[src/core/dcp_pkg.sv]
/*
 * dcp_pkg: constants and types for the channel-change policy block.
 * assumes a single 50 MHz clock; all timeout terms are held in milliseconds.
 */
package dcp_pkg;

   // ==========================================================
   // clock and time base
   localparam int unsigned CLK_PERIOD_NS = 20;
   localparam int unsigned MS_NS         = 1000000;
   localparam int unsigned MS_CYCLES     = MS_NS / CLK_PERIOD_NS;

   // ==========================================================
   // timeout terms, milliseconds
   localparam logic [15:0] JUMP_DEF_MS  = 16'd1300;
   localparam logic [15:0] TECH1_RNG_MS = 16'd30000;
   // margin for map, ranging burst and processing, 20 to 40 ms
   localparam logic [15:0] RNG_MARGIN_MS = 16'd30;
   localparam logic [17:0] T15_MIN_MS    = 18'd4000;
   localparam logic [17:0] T15_MAX_MS    = 18'd35000;

   // ==========================================================
   // technique codes
   localparam logic [2:0] TECH_REINIT  = 3'h0;
   localparam logic [2:0] TECH_BCAST   = 3'h1;
   localparam logic [2:0] TECH_UNICAST = 3'h2;
   localparam logic [2:0] TECH_EITHER  = 3'h3;
   localparam logic [2:0] TECH_DIRECT  = 3'h4;

   // ==========================================================
   // register map, byte addresses
   localparam logic [7:0] OFS_CTRL   = 8'h00;
   localparam logic [7:0] OFS_JUMP   = 8'h04;
   localparam logic [7:0] OFS_SM_IV  = 8'h08;
   localparam logic [7:0] OFS_RNG_IV = 8'h0c;
   localparam logic [7:0] OFS_COND   = 8'h10;
   localparam logic [7:0] OFS_STAT   = 8'h14;
   localparam logic [7:0] OFS_T15    = 8'h18;
   localparam logic [7:0] OFS_REMAIN = 8'h1c;

   // ctrl fields
   localparam int unsigned CTRL_TECH_LSB = 0;
   localparam int unsigned CTRL_JV_BIT   = 3;
   localparam int unsigned CTRL_ISS_BIT  = 8;
   localparam int unsigned COND_W        = 18;
   localparam logic [31:0] CTRL_RST      = 32'h0000_0000;
   localparam logic [31:0] COND_RST      = 32'h0000_0000;

   // modem and channel-change conditions, bit 0 is qos_rsv
   typedef struct packed {
      logic micro_refl;  // new upstream error rate above 1 %
      logic ratio_n_chg;
      logic ratio_m_chg;
      logic mod_rate_chg;
      logic cdma_mode;
      logic atten_excess;
      logic delay_excess;
      logic access_switch;
      logic ucd_subst;
      logic sync_subst;
      logic ts_synced;
      logic us_change;
      logic ds_change;
      logic tcc_assigned;
      logic multi_rx;
      logic multi_tx;
      logic latest_gen;
      logic qos_rsv;
   } dcp_cond_t;

endpackage : dcp_pkg

[src/core/dcp_policy.sv]
/*
 * dcp_policy: head-end channel-change policy with AHB-Lite registers.
 * computes the new-channel reservation timeout, checks the requested
 * technique and times the reservation. assumes ref_clk at 50 MHz and
 * a modem_detected level from another domain.
 */
// Design decisions made here: the placing of the registers and the AHB-Lite slave port.
`timescale 1ns/1ns
`default_nettype none

module dcp_policy #(
   parameter int unsigned MS_CYCLES = dcp_pkg::MS_CYCLES
) (
   // clock and reset
   input  wire logic        ref_clk,
   input  wire logic        nrst,
   // ahb-lite slave
   input  wire logic        hsel,
   input  wire logic [31:0] haddr,
   input  wire logic [1:0]  htrans,
   input  wire logic        hwrite,
   input  wire logic [2:0]  hsize,
   input  wire logic [31:0] hwdata,
   input  wire logic        hready,
   output logic             hreadyout,
   output logic             hresp,
   output logic [31:0]      hrdata,
   // modem arrival, asynchronous level
   input  wire logic        modem_detected,
   // request issue side
   output logic             dcc_issue,
   output logic [2:0]       issue_tech,
   output logic             violation,
   output logic             reserve_hold,
   output logic             t15_valid
);

   // ==========================================================
   // bus slave
   logic        wr_pend_r;
   logic [7:0]  wr_addr_r;
   logic [31:0] ctrl_r;
   logic [15:0] jump_r;
   logic [15:0] sm_iv_r;
   logic [15:0] rng_iv_r;
   logic [dcp_pkg::COND_W-1:0] cond_r;
   logic [31:0] rd_nxt;
   logic        acc;
   logic        wr_ctrl;
   logic        wr_cfg;

   assign hreadyout = 1'b1;
   assign hresp     = 1'b0;
   assign acc       = hsel & hready & htrans[1];
   assign wr_ctrl   = wr_pend_r & (wr_addr_r == dcp_pkg::OFS_CTRL);
   assign wr_cfg    = wr_pend_r & (wr_addr_r <= dcp_pkg::OFS_COND);

   always_ff @(posedge ref_clk or negedge nrst) begin
      if (!nrst) begin
         wr_pend_r <= 1'b0;
         wr_addr_r <= 8'h00;
         hrdata    <= 32'h0000_0000;
      end else begin
         wr_pend_r <= acc & hwrite;
         wr_addr_r <= {haddr[7:2], 2'b00};
         if (acc && !hwrite) begin
            hrdata <= rd_nxt;
         end
      end
   end

   always_ff @(posedge ref_clk or negedge nrst) begin
      if (!nrst) begin
         ctrl_r   <= dcp_pkg::CTRL_RST;
         jump_r   <= 16'h0000;
         sm_iv_r  <= 16'h0000;
         rng_iv_r <= 16'h0000;
         cond_r   <= dcp_pkg::COND_RST[dcp_pkg::COND_W-1:0];
      end else if (wr_pend_r) begin
         unique case (wr_addr_r)
            dcp_pkg::OFS_CTRL:   ctrl_r   <= {23'h0, 1'b0, 4'h0,
                                              hwdata[3:0]};
            dcp_pkg::OFS_JUMP:   jump_r   <= hwdata[15:0];
            dcp_pkg::OFS_SM_IV:  sm_iv_r  <= hwdata[15:0];
            dcp_pkg::OFS_RNG_IV: rng_iv_r <= hwdata[15:0];
            dcp_pkg::OFS_COND:   cond_r   <= hwdata[dcp_pkg::COND_W-1:0];
            default: ;
         endcase
      end
   end

   // ==========================================================
   // timeout computation, two register stages
   dcp_pkg::dcp_cond_t c;
   logic [2:0]  tech;
   logic        jv;
   logic [17:0] jump_term;
   logic [17:0] rng_term;
   logic [17:0] sum_r;
   logic [17:0] clamped;
   logic [15:0] t15_r;
   logic [1:0]  pipe_r;

   assign c    = cond_r;
   assign tech = ctrl_r[dcp_pkg::CTRL_TECH_LSB +: 3];
   assign jv   = ctrl_r[dcp_pkg::CTRL_JV_BIT];
   assign jump_term = jv ? {2'b00, jump_r}
                         : {2'b00, dcp_pkg::JUMP_DEF_MS};
   // technique 3 may fall back to initial ranging, so it gets the
   // broadcast allowance; technique 0 reserves nothing
   assign rng_term =
      (tech == dcp_pkg::TECH_DIRECT)  ? {1'b0, sm_iv_r, 1'b0}
                  + {2'b00, dcp_pkg::RNG_MARGIN_MS} :
      (tech == dcp_pkg::TECH_UNICAST) ? {1'b0, rng_iv_r, 1'b0}
                  + {2'b00, dcp_pkg::RNG_MARGIN_MS} :
      (tech == dcp_pkg::TECH_BCAST || tech == dcp_pkg::TECH_EITHER)
                  ? {2'b00, dcp_pkg::TECH1_RNG_MS} : 18'd0;
   assign clamped =
      (sum_r < dcp_pkg::T15_MIN_MS) ? dcp_pkg::T15_MIN_MS :
      (sum_r > dcp_pkg::T15_MAX_MS) ? dcp_pkg::T15_MAX_MS : sum_r;
   assign t15_valid = ~|pipe_r & ~wr_cfg;

   always_ff @(posedge ref_clk or negedge nrst) begin
      if (!nrst) begin
         sum_r  <= 18'd0;
         t15_r  <= 16'h0000;
         pipe_r <= 2'b11;
      end else begin
         sum_r  <= jump_term + rng_term;
         t15_r  <= clamped[15:0];
         pipe_r <= {pipe_r[0], wr_cfg};
      end
   end

   // ==========================================================
   // technique checks
   logic force0;
   logic subst_ok;
   logic ok1;
   logic ok2;
   logic ok4;
   logic viol;

   // newest modems, modems with both multi_rx and multi_tx, and multi_rx modems changing downstream only reinitialize
   assign force0 = ~c.qos_rsv
                 | (c.multi_rx & c.ds_change)
                 | (c.tcc_assigned & c.us_change)
                 | c.latest_gen
                 | (c.multi_tx & c.multi_rx);
   assign subst_ok = (~c.ds_change | (c.ts_synced & c.sync_subst))
                   & (~c.us_change | c.ucd_subst);
   // substitution data is optional for technique 1
   assign ok1  = c.qos_rsv;
   assign ok2  = subst_ok
               & ~c.access_switch & ~c.delay_excess
               & ~c.atten_excess;
   assign ok4  = ok2
               & ~(c.cdma_mode & (c.mod_rate_chg | c.ratio_m_chg
                  | c.ratio_n_chg | c.ds_change))
               & ~c.micro_refl;
   always_comb begin
      unique case (tech)
         dcp_pkg::TECH_REINIT:  viol = 1'b0;
         dcp_pkg::TECH_BCAST:   viol = force0 | ~ok1;
         dcp_pkg::TECH_UNICAST: viol = force0 | ~ok2;
         dcp_pkg::TECH_EITHER:  viol = force0 | ~(ok1 & ok2);
         dcp_pkg::TECH_DIRECT:  viol = force0 | ~ok4;
         default:               viol = 1'b1;
      endcase
   end

   // ==========================================================
   // issue and reservation timing
   logic        iss_pend_r;
   logic        refused_r;
   logic        fire;
   logic [15:0] res_ms_r;
   logic [31:0] pre_r;
   logic        tick;
   logic [1:0]  det_r;
   logic        det;

   assign fire = iss_pend_r & t15_valid;
   assign tick = (pre_r == MS_CYCLES - 1);
   assign det  = det_r[1];

   always_ff @(posedge ref_clk or negedge nrst) begin
      if (!nrst) begin
         det_r <= 2'b00;
      end else begin
         det_r <= {det_r[0], modem_detected};
      end
   end

   always_ff @(posedge ref_clk or negedge nrst) begin
      if (!nrst) begin
         iss_pend_r <= 1'b0;
         refused_r  <= 1'b0;
         dcc_issue  <= 1'b0;
         issue_tech <= 3'h0;
         violation  <= 1'b0;
      end else begin
         violation  <= viol;
         dcc_issue  <= fire & ~viol;
         if (wr_ctrl && hwdata[dcp_pkg::CTRL_ISS_BIT]) begin
            iss_pend_r <= 1'b1;
         end else if (fire) begin
            iss_pend_r <= 1'b0;
         end
         if (fire) begin
            refused_r  <= viol;
            issue_tech <= tech;
         end
      end
   end

   // timer never exceeds t15, so nothing is held past it
   always_ff @(posedge ref_clk or negedge nrst) begin
      if (!nrst) begin
         reserve_hold <= 1'b0;
         res_ms_r     <= 16'h0000;
         pre_r        <= 32'h0;
      end else if (fire && !viol && tech != dcp_pkg::TECH_REINIT) begin
         reserve_hold <= 1'b1;
         res_ms_r     <= t15_r;
         pre_r        <= 32'h0;
      end else if (reserve_hold) begin
         pre_r <= tick ? 32'h0 : pre_r + 32'h1;
         if (tick) begin
            res_ms_r <= res_ms_r - 16'h1;
         end
         if (det || (tick && res_ms_r <= 16'h1)) begin
            reserve_hold <= 1'b0;
         end
      end
   end

   // ==========================================================
   // read mux
   always_comb begin
      unique case ({haddr[7:2], 2'b00})
         dcp_pkg::OFS_CTRL:   rd_nxt = {28'h0, ctrl_r[3:0]};
         dcp_pkg::OFS_JUMP:   rd_nxt = {16'h0, jump_r};
         dcp_pkg::OFS_SM_IV:  rd_nxt = {16'h0, sm_iv_r};
         dcp_pkg::OFS_RNG_IV: rd_nxt = {16'h0, rng_iv_r};
         dcp_pkg::OFS_COND:   rd_nxt = {14'h0, cond_r};
         dcp_pkg::OFS_STAT:   rd_nxt = {26'h0, det, iss_pend_r,
                                refused_r, reserve_hold, t15_valid,
                                violation};
         dcp_pkg::OFS_T15:    rd_nxt = {16'h0, t15_r};
         dcp_pkg::OFS_REMAIN: rd_nxt = {16'h0, res_ms_r};
         default:             rd_nxt = 32'h0;
      endcase
   end

   logic [17:0] e_sum;
   logic [15:0] t15_at_iss;
   assign e_sum = jump_term + rng_term;
   always_ff @(posedge ref_clk or negedge nrst) begin
      if (!nrst) begin
         t15_at_iss <= 16'h0;
      end else if (fire) begin
         t15_at_iss <= t15_r;
      end
   end
endmodule : dcp_policy

`default_nettype wire

[config.mk]
export PLATFORM = sky130hd
export DESIGN_NAME = dcp_policy
export DESIGN_NICKNAME = d
export VERILOG_FILES = /design/src/core/dcp_pkg.sv /design/src/core/dcp_policy.sv
export SDC_FILE = /design/constraint.sdc
export NUM_CORES = 1
export LEC_CHECK = 0
export BUFFER_PORTS_ARGS = -buffer_cell sky130_fd_sc_hd__buf_4
export CORE_ASPECT_RATIO = 1.25
export CORE_UTILIZATION = 57
export CTS_CLUSTER_SIZE = 16
export DETAILED_ROUTE_END_ITERATION = 8
export GPL_ROUTABILITY_DRIVEN = 0
export PLACE_DENSITY = 0.83
export RECOVER_POWER = 50
export SYNTH_ARGS = -nofsm -noshare
export SYNTH_HDL_FRONTEND = slang
export SYNTH_SLANG_ARGS = --single-unit
[constraint.sdc]
create_clock -name ref_clk -period 3.6 [get_ports ref_clk]
set_clock_uncertainty 0.15 [all_clocks]
set_input_delay 0.9 -clock ref_clk [delete_from_list [all_inputs] [get_ports ref_clk]]
set_output_delay 0.9 -clock ref_clk [all_outputs]
set_load 0.05 [all_outputs]
==> impl_metrics.tcl <==
set metrics [dict create \
    cp_data_arrival_time_ns 3.66 \
    ys_top_cells_by_count "dfrtp_1 (187), mux2_2 (94), nand2_1 (72), o21ai_0 (72), a21oi_1 (58)" \
    cp_data_required_time_ns 3.77 \
    cts_root_buf "clkbuf_16" \
    synth_seq_area_share_pct 45.4 \
    num_antenna_cells 0 \
    cts_tree "built" \
    grt_overflow_total 0 \
    timing.setup.tns_ns 0 \
    dr_total_vias 8390 \
    drtIter0Drc 661 \
    min_path_cells 0 \
    clock-sinks 189 \
    period_share_pct 97.0 \
    synth_edf_count 0 \
    coreArea_um2 17700 \
    min_period_ns 3.49 \
    max_slew_margin_pct -38.3 \
    drv_cap 2 \
    worst_slew_pin_slew_ns 2.08 \
    die_h_um 153 \
    maxSlewViolCount 121 \
    worstPathCellList "clkbuf_1, nor2_1, a22oi_1, nor2_1, a311oi_1, o21ai_0" \
    htree_levels 4 \
    power_leakage_nw 5.12 \
    rr_startpoint "sm_iv_r[2]" \
    holdPathEnd "det_r[1]" \
    synth_warnings 0 \
    grt_max_degree 85 \
    max_stage_delay_ns 1.26 \
    wl_per_cell_um 19.7 \
    synthArstFlopShare_pct 100 \
    synth_seq_cells 189 \
    numCtsBuffers 17 \
    viasPerCell 6.40 \
    hold_viol 0 \
    syn_area_um2 10400 \
    die-area_um2 18800 \
    clockBufferDepth 2 \
    drc 0 \
    antenna_found_initial 0 \
    cts-resized-gates 0 \
    end_kind "flip-flop" \
    yosys.area.top_type "dfrtp_1" \
    maxClockFrequency_ghz 0.286 \
    synth_area_leaders "dfrtp_1 (45%), mux2_2 (10%), o21ai_0 (3.5%)" \
    start_kind "input port" \
    critical_path_class "in2reg" \
    io_pins 116 \
    setup_violations 0 \
    rrSetupSlack_ns 0.16 \
    portBuffers 55 \
    worst_path_most_repeated_cell "nor2_1" \
    rr_worst_depth 11 \
    cts.clk_slew.worst_paths_ns 0.08 \
    p_per_area_nw_per_um2 393 \
    initial_core_util_pct 58.9 \
    hpwl_mm 18.3 \
    crit_path_top_delay_cell "clkbuf_1" \
    drt-total-wl_mm 25.8 \
    rsz0062_at_grt "no" \
    die_x_um 123 \
    synth_cell_types 76 \
    yosys.area.top_type_share_pct 44.9 \
    first_pass_iters 5 \
    path_max_fanout 35 \
    synth.avg_cell_area_um2 10.2 \
    drtAntennaViolNets 0 \
    timing.rr.end "sum_r[16]" \
    clock_latency_ns 0.45 \
    synth_flop_cell "dfrtp_1" \
    nets 1170 \
    hold_start "det_r[0]" \
    grt_pass1_vias 8268 \
    post_cts_buffers 0 \
    grt_pass1_wl_mm 41.9 \
    grt_use_total_pct 28.9 \
    rows 54 \
    cts_hold_buf 0 \
    total_power_mw 4.56 \
    vdd_drop_max_v 0.000300 \
    drive_above_1_share_pct 20.2 \
    violations "max-capacitance violations, max-slew violations" \
    area_delta_synth_final_pct 11.4 \
    netlist_instances 1024 \
    outcome "finished, violations left" \
    synth.most_common_cell "dfrtp_1" \
    worstHoldPathType "reg2reg" \
]
-- how the worst max path moves through the flow --
stage	slack (ns)	depth (start not counted)	endpoint	start
after CTS	0.22	11	sum_r[16]	sm_iv_r[2]
after global placement	0.39	13	sum_r[17]	sm_iv_r[2]
after detailed placement	0.27	11	sum_r[16]	sm_iv_r[2]
after global routing	0.002	14	sum_r[16]	rng_iv_r[0]
final	0.11	6	hrdata[4]	haddr[3]
after floorplan	0.50	13	sum_r[16]	rng_iv_r[0]
-- area by class of cell --
type,instances,area (um^2)
Timing Repair Buffer,80,574
Inverter,20,75.1
Fill cell,1370,6090
Sequential cell,189,4730
Multi-Input combinational cell,766,5340
Clock buffer,18,439
Tap cell,224,280
Clock inverter,14,169
-- critical path, delay by kind of cell --
family / cells / cell delay (ns)
buffers and inverters: 1 / 1.26
AOI/OAI and AO/OA: 3 / 0.82
and+or+nand+nor: 2 / 0.67
-- power breakdown --
part	switching (mW)	leakage [nW]	total (mW)	internal (mW)
combinational	0.232	2.35	0.365	0.133
clock	0.883	0.301	1.95	1.07
sequential	0.0636	2.47	2.25	2.18
total	1.18	5.12	4.56	3.38
-- stage by stage --
stage	hold slack (ns)	cell area [um^2]	util (%)	setup slack (ns)	cells
floorplan	0.181	10500	-	0.498	1038
global placement	0.193	11100	62.4	0.392	1279
detailed placement	0.192	11100	62.4	0.269	1279
CTS	0.206	11700	65.9	0.218	1311
global route	0.220	11600	65.6	0.00187	1311
finish	0.201	11600	65.6	0.107	1311
-- state kept, by name, summed over array words and instances, names as in the netlist, 2 cells and up --
name / count
sm_iv_r: 16
sum_r: 18
det_r: 2
issue_tech: 3
jump_r: 16
ctrl_r: 4
wr_addr_r: 6
rng_iv_r: 16
c: 18
t15_r: 16
pre_r: 32
pipe_r: 2
hrdata: 18
res_ms_r: 16
-- cells by family (layout without fill, tap and decap cells) --
group | count (synthesis) | in the layout | share of synthesized area (%)
muxes | 101 | 101 | 11.0
adders and majority gates | 21 | 21 | 2.59
and+or+nand+nor | 329 | 329 | 17.6
AOI/OAI and AO/OA | 243 | 243 | 14.9
buffers and inverters | 83 | 132 | 3.84
DFF | 189 | 189 | 45.4
other | 2 | 16 | 0.0721
xor gates and xnor gates | 56 | 56 | 4.71
-- layout by cell type (no fill, tap or decap), drive strengths merged, types with 17 or more instances in the layout --
master    n
xor2     24
dfrtp   187
o22ai    17
mux2     94
o21ai    73
nand2    72
and2     24
nand4    17
a22oi    26
nand3    26
nor3     25
clkbuf   29
nor2     54
a21oi    58
xnor2    32
and3     18
ha       20
inv      29
buf      69
-- per-layer routing --
metal / global-route usage (%) / part of all wire, % / vias up
met4: 14.9 / 4.2 / 0
met1: 35.3 / 40 / 4124
met5: 0 / 0 / -
li1: - / - / 3833
met3: 4.33 / 4.8 / 104
met2: 48.8 / 51 / 329
No activity file was read; power rests on OpenSTA's default activity.
